### config.mk
export PLATFORM = sky130hd
export DESIGN_NAME = lcp_rx_ctrl
export DESIGN_NICKNAME = d
export VERILOG_FILES = /design/src/lcp_rx_ctrl.v
export VERILOG_INCLUDE_DIRS = /design/src
export SDC_FILE = /design/constraint.sdc
export NUM_CORES = 2
export LEC_CHECK = 0
export ABC_CLOCK_PERIOD_IN_PS = 19200
export BUFFER_PORTS_ARGS = -buffer_cell sky130_fd_sc_hd__buf_2
export CORE_MARGIN = 3
export CORE_UTILIZATION = 39
export CTS_CLUSTER_SIZE = 30
export DETAILED_ROUTE_END_ITERATION = 8
export GPL_TIMING_DRIVEN = 0
export PLACE_DENSITY = 0.57
export SLEW_MARGIN = 20
export SYNTH_ARGS = -nofsm -noshare
export SYNTH_HDL_FRONTEND = slang
export SYNTH_SLANG_ARGS = --single-unit
### constraint.sdc
create_clock -name ref_clk -period 19.2 [get_ports ref_clk]
set_input_delay 3.84 -clock ref_clk [delete_from_list [all_inputs] [get_ports ref_clk]]
set_output_delay 3.84 -clock ref_clk [all_outputs]
set_load 0.1 [all_outputs]
### src/lcp_rx_consts.vh
// Constants of the receive-side content-protection controller.
// Assumes inclusion by bare name from the design file.
`ifndef LCP_RX_CONSTS_VH
`define LCP_RX_CONSTS_VH
// Register byte offsets
`define LCP_OFF_CTRL 8'h00
`define LCP_OFF_STATUS 8'h04
`define LCP_OFF_SESS_LO 8'h08
`define LCP_OFF_SESS_HI 8'h0C
`define LCP_OFF_TXKSV_LO 8'h10
`define LCP_OFF_TXKSV_HI 8'h14
`define LCP_OFF_RXKSV_LO 8'h18
`define LCP_OFF_RXKSV_HI 8'h1C
`define LCP_OFF_RX_RESP 8'h20
`define LCP_OFF_RX_ENH 8'h24
`define LCP_OFF_HASH_CTRL 8'h28
`define LCP_OFF_HASH_BUF 8'h40
`define LCP_OFF_DIGEST 8'h80
// Control bit positions and control reset value
`define LCP_CTRL_ENC 0
`define LCP_CTRL_REPEATER 1
`define LCP_CTRL_INTCMP 2
`define LCP_CTRL_DEVOVF 3
`define LCP_CTRL_RESET 4'h4
`define LCP_HASH_INIT 0
`define LCP_HASH_GO 1
// Counts in reference clocks and video frames, key ones and hash rounds
`define LCP_RESP_DEADLINE 8'd128
`define LCP_CALC_CYCLES 8'd64
`define LCP_REGEN_FRAMES 7'h7F
`define LCP_ENH_FRAMES 4'hF
`define LCP_KSV_ONES 6'd20
`define LCP_SHA_LAST 7'd79
// Hash initial state and round constants
`define LCP_H0 32'h67452301
`define LCP_H1 32'hEFCDAB89
`define LCP_H2 32'h98BADCFE
`define LCP_H3 32'h10325476
`define LCP_H4 32'hC3D2E1F0
`define LCP_K0 32'h5A827999
`define LCP_K1 32'h6ED9EBA1
`define LCP_K2 32'h8F1BBCDC
`define LCP_K3 32'hCA62C1D6
`endif

### src/lcp_rx_ctrl.v
// Receive-side content-protection controller with APB register access.
// Assumes sync inputs from another clock domain and OTP words stable after reset.
`timescale 1ns/1ps
`include "lcp_rx_consts.vh"

// Notes on behaviour
// Host starts session at the serializer
// Host copies 64-bit session random here
// Host exchanges key vectors, checks revocation
// Compute 16-bit response, host-readable
// Response ready within 128 clocks
// Comparison-mode bit: 1 internal, 0 host
// Internal mode: serializer compares copied response
// Key vector needs twenty ones; flag otherwise
// Host resamples, then resets protection
// Revoked key: host sends no protected content
// Host checks integrity every 128 frames
// Regenerate response every 128 frames
// 8-bit enhanced value every 16 frames
// Host resamples after three enhanced mismatches
// Host writes both enables in one frame
// Enable bit encrypts regardless of content
// Authenticate before enable, disable before restart
// Start on vsync, rekey each sync fall; cipherKey holds through a response calculation, rekeyPulse still fires
// Host sets repeater bit on repeaters
// Hash the assembled key vector list
// Host flags more than fourteen downstream receivers
// Secret keyset from one-time storage
// Host restarts on lost synchronisation
// Transmitter key write triggers response computation
// Response held until next regeneration
module lcp_rx_ctrl (
   // Clock, reset, enable
   input wire ref_clk,
   input wire reset_n,
   input wire clkEn,
   // APB slave
   input wire [7:0] paddr,
   input wire psel,
   input wire penable,
   input wire pwrite,
   input wire [31:0] pwdata,
   output reg [31:0] prdata,
   output reg pready,
   output reg pslverr,
   // Internal sync levels from the video path
   input wire vsyncIn,
   input wire hsyncIn,
   // One-time storage contents
   input wire [39:0] otpRxKsv,
   input wire [63:0] otpSecret,
   // Cipher side
   output reg encryptActive,
   output reg rekeyPulse,
   output reg [31:0] cipherKey
);

   reg [3:0] ctrl;
   reg [63:0] session;
   reg [39:0] txKsv;
   reg [63:0] cState;
   reg [7:0] calcCnt;
   reg calcBusy;
   reg respValid;
   reg [15:0] rxResp;
   reg [7:0] rxEnh;
   reg [6:0] frameCnt;
   reg [2:0] vsSync;
   reg [2:0] hsSync;
   reg [31:0] wBuf [0:15];
   reg [31:0] hReg [0:4];
   reg [31:0] shA, shB, shC, shD, shE;
   reg [6:0] shRound;
   reg shBusy;
   reg [31:0] next_rdata;
   reg next_err;
   reg [5:0] onesCnt;
   reg [31:0] shF;
   reg [31:0] shK;
   integer i;
   integer j;

   wire apbAccess = psel & penable & ~pready;
   wire wrDone = psel & penable & pready & pwrite;
   wire vsFall = vsSync[2] & ~vsSync[1];
   wire hsFall = hsSync[2] & ~hsSync[1];
   wire keyInvalid = (onesCnt != `LCP_KSV_ONES);
   wire [63:0] stepState = {cState[62:0], cState[63] ^ cState[62] ^ cState[60] ^ cState[59]}
      ^ {48'h0, cState[63:48]};
   wire [3:0] rI = shRound[3:0];
   wire [3:0] i13 = rI + 4'hD;
   wire [3:0] i8 = rI + 4'h8;
   wire [3:0] i2 = rI + 4'h2;
   wire [31:0] wMix = wBuf[i13] ^ wBuf[i8] ^ wBuf[i2] ^ wBuf[rI];
   wire [31:0] wT = (shRound < 7'd16) ? wBuf[rI] : {wMix[30:0], wMix[31]};
   wire [31:0] shTemp = {shA[26:0], shA[31:27]} + shF + shE + shK + wT;

   // Balance check of the receiver key vector
   always @* begin
      onesCnt = 6'h00;
      for (i = 0; i < 40; i = i + 1) begin
         onesCnt = onesCnt + {5'h00, otpRxKsv[i]};
      end
   end

   // Round function selection
   always @* begin
      if (shRound < 7'd20) begin
         shF = (shB & shC) | (~shB & shD);
         shK = `LCP_K0;
      end else if (shRound < 7'd40) begin
         shF = shB ^ shC ^ shD;
         shK = `LCP_K1;
      end else if (shRound < 7'd60) begin
         shF = (shB & shC) | (shB & shD) | (shC & shD);
         shK = `LCP_K2;
      end else begin
         shF = shB ^ shC ^ shD;
         shK = `LCP_K3;
      end
   end

   // Read mux; unmapped addresses answer with an error
   always @* begin
      next_rdata = 32'h0000_0000;
      next_err = 1'b0;
      if (paddr >= `LCP_OFF_HASH_BUF && paddr < `LCP_OFF_DIGEST) begin
         next_rdata = wBuf[paddr[5:2]];
      end else if (paddr >= `LCP_OFF_DIGEST && paddr < 8'h94) begin
         next_rdata = hReg[paddr[4:2]];
      end else begin
         case (paddr)
            `LCP_OFF_CTRL: next_rdata = {28'h0, ctrl};
            `LCP_OFF_STATUS: next_rdata = {27'h0, shBusy, calcBusy, respValid,
               encryptActive, keyInvalid};
            `LCP_OFF_SESS_LO: next_rdata = session[31:0];
            `LCP_OFF_SESS_HI: next_rdata = session[63:32];
            `LCP_OFF_TXKSV_LO: next_rdata = txKsv[31:0];
            `LCP_OFF_TXKSV_HI: next_rdata = {24'h0, txKsv[39:32]};
            `LCP_OFF_RXKSV_LO: next_rdata = otpRxKsv[31:0];
            `LCP_OFF_RXKSV_HI: next_rdata = {24'h0, otpRxKsv[39:32]};
            `LCP_OFF_RX_RESP: next_rdata = {16'h0, rxResp};
            `LCP_OFF_RX_ENH: next_rdata = {24'h0, rxEnh};
            `LCP_OFF_HASH_CTRL: next_rdata = {31'h0, shBusy};
            default: next_err = 1'b1;
         endcase
      end
   end

   // APB handshake: one wait state, so every transfer takes three enabled cycles, setup included
   always @(posedge ref_clk or negedge reset_n) begin
      if (!reset_n) begin
         pready <= 1'b0;
         prdata <= 32'h0000_0000;
         pslverr <= 1'b0;
      end else if (clkEn) begin
         pready <= apbAccess;
         if (apbAccess) begin
            prdata <= pwrite ? 32'h0000_0000 : next_rdata;
            pslverr <= next_err;
         end else begin
            pslverr <= 1'b0;
         end
      end
   end

   // Sync inputs cross in through two flops; the third holds the old level
   always @(posedge ref_clk or negedge reset_n) begin
      if (!reset_n) begin
         vsSync <= 3'h0;
         hsSync <= 3'h0;
      end else if (clkEn) begin
         vsSync <= {vsSync[1:0], vsyncIn};
         hsSync <= {hsSync[1:0], hsyncIn};
      end
   end

   // Control, session words and encryption framing
   always @(posedge ref_clk or negedge reset_n) begin
      if (!reset_n) begin
         ctrl <= `LCP_CTRL_RESET;
         session <= 64'h0;
         txKsv <= 40'h0;
         encryptActive <= 1'b0;
         rekeyPulse <= 1'b0;
         frameCnt <= 7'h00;
      end else if (clkEn) begin
         if (wrDone) begin
            case (paddr)
               `LCP_OFF_CTRL: ctrl <= pwdata[3:0];
               `LCP_OFF_SESS_LO: session[31:0] <= pwdata;
               `LCP_OFF_SESS_HI: session[63:32] <= pwdata;
               `LCP_OFF_TXKSV_LO: txKsv[31:0] <= pwdata;
               `LCP_OFF_TXKSV_HI: txKsv[39:32] <= pwdata[7:0];
               default: ;
            endcase
         end
         // Enable changes only at a frame boundary so both ends switch together
         if (vsFall) begin
            encryptActive <= ctrl[`LCP_CTRL_ENC];
            frameCnt <= encryptActive ? frameCnt + 7'h01 : 7'h00;
         end
         rekeyPulse <= encryptActive & (vsFall | hsFall);
      end
   end

   // Response computation and cipher stand-in state
   always @(posedge ref_clk or negedge reset_n) begin
      if (!reset_n) begin
         cState <= 64'h0;
         calcCnt <= 8'h00;
         calcBusy <= 1'b0;
         respValid <= 1'b0;
         rxResp <= 16'h0000;
         rxEnh <= 8'h00;
         cipherKey <= 32'h0000_0000;
      end else if (clkEn) begin
         if (wrDone && paddr == `LCP_OFF_TXKSV_HI) begin
            // Secret keyset mixes with session and peer vector
            cState <= otpSecret ^ session ^ {24'h0, pwdata[7:0], txKsv[31:0]};
            calcCnt <= 8'h00;
            calcBusy <= 1'b1;
            respValid <= 1'b0;
         end else if (calcBusy) begin
            cState <= stepState;
            calcCnt <= calcCnt + 8'h01;
            // Finishes well inside the deadline of LCP_RESP_DEADLINE
            if (calcCnt == `LCP_CALC_CYCLES - 8'h01) begin
               calcBusy <= 1'b0;
               respValid <= 1'b1;
               rxResp <= stepState[15:0];
            end
         end else if (encryptActive && vsFall && frameCnt == `LCP_REGEN_FRAMES) begin
            calcCnt <= 8'h00;
            calcBusy <= 1'b1;
            // Frame 127 is also a sixteenth frame; keep the enhanced value on time
            rxEnh <= stepState[23:16];
         end else if (encryptActive && (vsFall || hsFall)) begin
            cState <= stepState;
            cipherKey <= stepState[31:0];
            if (vsFall && frameCnt[3:0] == `LCP_ENH_FRAMES) begin
               rxEnh <= stepState[23:16];
            end
         end
      end
   end

   // Hash engine over the host-assembled key vector list
   always @(posedge ref_clk or negedge reset_n) begin
      if (!reset_n) begin
         for (j = 0; j < 16; j = j + 1) begin
            wBuf[j] <= 32'h0000_0000;
         end
         hReg[0] <= `LCP_H0;
         hReg[1] <= `LCP_H1;
         hReg[2] <= `LCP_H2;
         hReg[3] <= `LCP_H3;
         hReg[4] <= `LCP_H4;
         shA <= 32'h0000_0000;
         shB <= 32'h0000_0000;
         shC <= 32'h0000_0000;
         shD <= 32'h0000_0000;
         shE <= 32'h0000_0000;
         shRound <= 7'h00;
         shBusy <= 1'b0;
      end else if (clkEn) begin
         if (shBusy) begin
            // Schedule overwrites the buffer in place; host reloads per block
            wBuf[rI] <= wT;
            shA <= shTemp;
            shB <= shA;
            shC <= {shB[1:0], shB[31:2]};
            shD <= shC;
            shE <= shD;
            shRound <= shRound + 7'h01;
            if (shRound == `LCP_SHA_LAST) begin
               shBusy <= 1'b0;
               hReg[0] <= hReg[0] + shTemp;
               hReg[1] <= hReg[1] + shA;
               hReg[2] <= hReg[2] + {shB[1:0], shB[31:2]};
               hReg[3] <= hReg[3] + shC;
               hReg[4] <= hReg[4] + shD;
            end
         end else if (wrDone) begin
            // Writes during a block are dropped
            if (paddr >= `LCP_OFF_HASH_BUF && paddr < `LCP_OFF_DIGEST) begin
               wBuf[paddr[5:2]] <= pwdata;
            end else if (paddr == `LCP_OFF_HASH_CTRL) begin
               if (pwdata[`LCP_HASH_INIT]) begin
                  hReg[0] <= `LCP_H0;
                  hReg[1] <= `LCP_H1;
                  hReg[2] <= `LCP_H2;
                  hReg[3] <= `LCP_H3;
                  hReg[4] <= `LCP_H4;
               end
               if (pwdata[`LCP_HASH_GO]) begin
                  shA <= pwdata[`LCP_HASH_INIT] ? `LCP_H0 : hReg[0];
                  shB <= pwdata[`LCP_HASH_INIT] ? `LCP_H1 : hReg[1];
                  shC <= pwdata[`LCP_HASH_INIT] ? `LCP_H2 : hReg[2];
                  shD <= pwdata[`LCP_HASH_INIT] ? `LCP_H3 : hReg[3];
                  shE <= pwdata[`LCP_HASH_INIT] ? `LCP_H4 : hReg[4];
                  shRound <= 7'h00;
                  shBusy <= 1'b1;
               end
            end
         end
      end
   end

endmodule

# After elaboration in Yosys (flattened, before gate mapping)
# Index checks and enable logic that the tools add are counted.
# W data, S select, Z words.
# totals
ff_bits	1127
latch_bits	0
mem_bits_rw	0
romBits	0
in_bits	152
output_inout_bits	68
n_memories	0
# op_classes
addsub	54
mul	0
n_div	0
order_cmp	16
eq_ne	18
n_shift	0
mux	107
bitwise_logic	39
n_reduce_logical	39
# op_table
op	n
$mux W32	53
$mux W512	3
$bwmux W512	2
$mux W160	6
$bmux W32 S4	5
$pmux W32 S11	1
$add A32 B32 Y32	9
$demux W32 S4	2
$mux W64	4
$add A6 B1 Y6	34
$xor A32 B32 Y32	5
$and A32 B32 Y32	4
$bmux W32 S3	1
$or A32 B32 Y32	3
$xor A64 B16 Y64	1
$xor A64 B40 Y64	1
$xor A64 B64 Y64	1
$mux W8	6
$mux W7	6
$eq A8 B5 Y1 const B	4
$eq A8 B6 Y1 const B	4
$not A32 Y32	1
$mux W31	1
$ge A5 B5 Y1 const B	5
other kinds (42)	111

# Depth between registers and ports, before layout
# logic_depth
depth_word	44
ltp_mapped	39

# Worst setup path before layout
# No wires, ideal clock.
# synth_path
path_type	input port to flip-flop
startpoint	input otpRxKsv[29]
endpoint	register prdata[0]
setup_ns	0.133
t_arrival_ns	8.849
t_required_ns	19.067
slack_ns	10.218
cell_stages	23
path_cell_list	fa_1 -> inv_1 -> fa_1 -> inv_1 -> fa_1 -> inv_1 -> fa_1 -> inv_1 -> fa_1 -> inv_1 -> fa_1 -> fa_1 -> inv_1 -> ha_1 -> inv_1 -> fa_1 -> xor2_1 -> nor4b_1 -> o21ai_0 -> nand2_1 -> a41oi_1 -> a21oi_1 -> o21ai_0
# synth_via
elab_chain_len	16
# synth_lines
element	line	source
from (decl)	lcp_rx_ctrl.v:50	input wire [39:0] otpRxKsv,
$add A6 B1 Y6 (11 in a row)	lcp_rx_ctrl.v:102	onesCnt = onesCnt + {5'h00, otpRxKsv[i]};
$ne A6 B5 Y1 (no source line)	-	
$pmux W32 S11	lcp_rx_ctrl.v:132	case (paddr)
$mux W32	lcp_rx_ctrl.v:129	end else if (paddr >= `LCP_OFF_DIGEST && paddr < 8'h94) begin
$mux W32	lcp_rx_ctrl.v:127	if (paddr >= `LCP_OFF_HASH_BUF && paddr < `LCP_OFF_DIGEST) begin
$mux W32	lcp_rx_ctrl.v:159	prdata <= pwrite ? 32'h0000_0000 : next_rdata;
to (signal assigned)	lcp_rx_ctrl.v:159	
to (decl)	lcp_rx_ctrl.v:43	output reg [31:0] prdata,
# No other way between the ends.
# A chain may end at the register's enable or synchronous reset.

# Worst setup path after layout
# layout_path
startpoint	register shRound[2]
endpoint	register hReg[159] (netlist name)
# layout_via
elab_chain_len	13
word_cells_on_any_way	43
# layout_lines
element	line	source
from (decl)	lcp_rx_ctrl.v:73	reg [6:0] shRound;
from (signal assigned)	lcp_rx_ctrl.v:275	shRound <= shRound + 7'h01;
parallel branches: the longest is 13 deep, another holds $add A32 B32 Y32	-	
to (decl)	lcp_rx_ctrl.v:71	reg [31:0] hReg [0:4];
# Several ways; the timed one is not identified. The select of a mux whose other input is x is not followed.

==> summary.log <==
[global_routing] remaining global-route overflow 0
[sta] worst slack on hold paths 0.479 ns
[clocking] clock input transition at the sequential cells of the worst setup and hold paths 0.06 ns
[yosys] fraction of the mapped netlist area in compound gates 19.1%
[route] number of routed nets with antenna violations 0
[yosys] Post-synth top flop dfrtp_1
[sta] Setup TNS Final 0 ns
[route] # DRC 0
[power_and_ir_drop] power density cells 213 mW/mm2
[job] number of maximum-capacitance violations 0
[sta] setup repair after global routing missed its margin no
[worst_setup_path] sort of element at the end of the critical path flop
[global_routing] via count of the first global-routing pass 74,900
[global_routing] maximum number of pins on one net before global-route repair 131
[cells_and_area] ratio of cells with drive above 1 in the final layout 20.1%
[sta] hold violation count in the final report 0
[global_routing] first-pass GRT wire length 673 mm
[outcome] run status completed
[yosys] number of warnings printed during yosys synthesis 0
[yosys] synthesized-area fraction occupied by adder cells 7.16%
[yosys] Synth Area in XOR/XNOR 4.17%
[sta] final number of max-transition violations 0
[worst_setup_path] critical-path maximum fanout 10
[yosys] number of synthesized register bits 1,127
[worst_setup_path] CP max stage delay 0.96 ns
[worst_setup_path] Critical Path Source Type flop
[route] routed length on met2 205 mm
[worst_setup_path] Worst path slowest cell clkbuf_1
[clocking] clock insertion delay at the later pin of the skew report 0.88 ns
[power_and_ir_drop] Static Leakage 37.9 nW
[sta] worst-case clock skew 0.0622 ns
[die] height of the die 462 um
[worst_hold_path] type of the most critical hold path reg2reg
[place] sum of net half-perimeters after detailed placement 374 mm
[yosys] average instance area after synthesis 10.3 um2
[sta] Final setup viols 0
[global_routing] Total Routing Usage GR 46.9%
[yosys] Post-synth ARST share 100%
[clocking] Post-CTS Setup Repair Bufs 0
[clocking] H-Tree Depth 4
[yosys] Synth Instances 7,857
[route] detailed-route wire length per cell 46.0 um
[die] Total Die Area 0.213 mm2
[cells_and_area] Filler cells 19,600
[yosys] synth cell count leaders 1,046 x dfrtp_1, 923 x nand2_1, 745 x o21ai_0
[worst_setup_path] Data required, critical path 19.91 ns
[yosys] number of distinct library cells after synthesis 79
[die] core area 0.206 mm2
[sta] Min Clock Period, post-route 12.80 ns
[global_routing] number of antenna violations at the first check in global routing 42
[clocking] buffer levels on the longest clock path 3
[yosys] number of flops mapped to enable cells by yosys 0
[die] Ports 220
[yosys] Yosys top cell area share 32.3%
[worst_setup_path] arrival time at the worst endpoint 13.50 ns
[sta] transition time at the pin with the least slew margin 1.48 ns
[clocking] number of buffers added by the clock tree synthesis step 146
[yosys] syn nets 8,379
[die] width of the die 462 um
[cells_and_area] layout-stage area growth over the synthesis result 13.7%
[power_and_ir_drop] maximum vdd drop 259 uV
[clocking] hold buffer count at CTS 0
[yosys] largest family of logic cells by synthesized area multiplexers
[yosys] Area contributors post-synth dfrtp_1 32%, mux4_2 18%, a22oi_1 5.2%, o21ai_0 4.6%, nand2_1 4.3%
[yosys] most frequent cell after synthesis dfrtp_1
[route] sum of met3 wire segment lengths after detailed routing 72.9 mm
[yosys] share of synthesized cell area in and, or, nand and nor gates 8.75%
[route] aggregate routed wire length 512 mm
[route] routed length on met1 183 mm
[die] starting utilization of the core area 39.4%
[cells_and_area] area taken by flip-flops and latches 0.0283 mm2
[worst_setup_path] worst setup path class reg2reg
[route] uppermost routed layer met5
[die] standard-cell rows 166
[clocking] CTS root buffer clkbuf_16
[route] number of DRC violations after detailed-routing iteration 0 13,400
[clocking] Gates resized, CTS repair 0
[sta] period utilization 66.7%
[yosys] biggest area consumer among synthesized cells dfrtp_1
[clocking] Clock Sinks 1,127
[yosys] post-synth design cell area 0.0810 mm2
[sta] worst max-slew margin expressed relative to the limit 1.19%
[route] detail-routed via count per cell 7.20
[sta] Peak Freq 78.1 MHz
[cells_and_area] nets 8,779
[route] total via count in the routed design 80,000
[route] drt pass-1 iters 8
[cells_and_area] multi-input combinational cell area 0.0490 mm2
[place] count of buffers inserted at the top-level ports 191
[place] Final Wtd Congestion 1.06
[clocking] CTS tree yes
[yosys] share of synthesized area occupied by flip-flops and latches 34.9%
[yosys] multiplexer fraction of the synthesized cell area 21.1%
[cell usage in the layout (no fill, tap or decap), drive strengths merged, types with 117 or more instances in the layout]
cell type | netlist | final
a21oi | 403 | 403
a221oi | 117 | 117
a22oi | 556 | 556
buf | 166 | 418
clkbuf | 525 | 740
dfrtp | 1046 | 1046
fa | 156 | 156
ha | 214 | 214
inv | 263 | 268
mux2 | 150 | 150
mux4 | 637 | 637
nand2 | 923 | 923
nor2 | 443 | 443
o21ai | 892 | 892
xnor2 | 289 | 289
[registers in the layout, indices dropped and copies added (netlist names), 16 cells and up]
register / count
wBuf: 512
hReg: 160
cState: 64
session: 64
txKsv: 40
cipherKey: 32
prdata: 32
shA: 32
shB: 32
shC: 32
shD: 32
shE: 32
rxResp: 16
[power breakdown]
part	switching [mW]	total [mW]	internal (mW)
registers	0.825	3.60	2.78
clock network	1.30	3.00	1.71
logic	8.29	13.1	4.77
total	10.4	19.7	9.26
[through the flow]
step / area, um2 / cells / power (mW) / utilization, % / setup WS [ns]
after floorplan: 81000 / 7857 / 11.5 / - / 10.22
after global placement: 85300 / 10700 / 15.9 / 41.5 / -12.63
after detailed placement: 86800 / 10800 / 16.1 / 42.2 / 6.86
after CTS: 91900 / 11100 / 19.1 / 44.7 / 6.80
after global routing: 92000 / 11100 / 20.3 / 44.7 / 6.43
final: 92100 / 11100 / 19.7 / 44.8 / 6.40
[area by class of cell]
type / count / area share [%]
Multi-Input combinational cell: 5776 / 53.2
Sequential cell: 1127 / 30.7
Clock buffer: 215 / 4.66
Tap cell: 2688 / 3.65
Buffer: 691 / 3.29
Timing Repair Buffer: 252 / 2.45
Inverter: 263 / 1.07
Clock inverter: 54 / 0.861
Antenna cell: 51 / 0.139
[final timing paths]
check	from	to	slack (ns)	cells after the start
min in group asynchronous	reset_n	wBuf[211]$_DFFE_PN0P_	2.88	1
max reg2reg	shRound[2]$_DFFE_PN0P_	hReg[159]$_DFFE_PN0P_	6.40	33
min	cState[40]$_DFFE_PN0P_	cState[40]$_DFFE_PN0P_	0.48	2
min reg2reg	cState[40]$_DFFE_PN0P_	cState[40]$_DFFE_PN0P_	0.48	2
max	shRound[2]$_DFFE_PN0P_	hReg[159]$_DFFE_PN0P_	6.40	33
max in group asynchronous	reset_n	hsSync[2]$_DFFE_PN0P_	13.99	4
[critical path, delay by kind of cell (launching register included)]
kind / cells / cell delay [ns]
AOI/OAI and AO/OA: 12 / 3.84
xor gates and xnor gates: 3 / 0.58
adders and majority gates: 5 / 2.34
buffers and inverters: 8 / 3.87
DFF: 1 / 0.41
muxes: 2 / 0.64
and+or+nand+nor: 3 / 0.90
[per-layer routing]
layer	GRT usage [%]	up-vias
li1	-	30200
met1	56.2	40700
met4	36.9	32
met3	22.4	1947
met2	64.0	7151
met5	1.61	-
[cells by family after synthesis]
| family | count (synthesis) |
|---|---|
| adders and majority gates | 370 |
| muxes | 894 |
| and+or+nand+nor | 1689 |
| xor gates and xnor gates | 385 |
| DFF | 1127 |
| AOI/OAI and AO/OA | 2438 |
| buffers and inverters | 954 |
(Power assumes the default switching activity.)
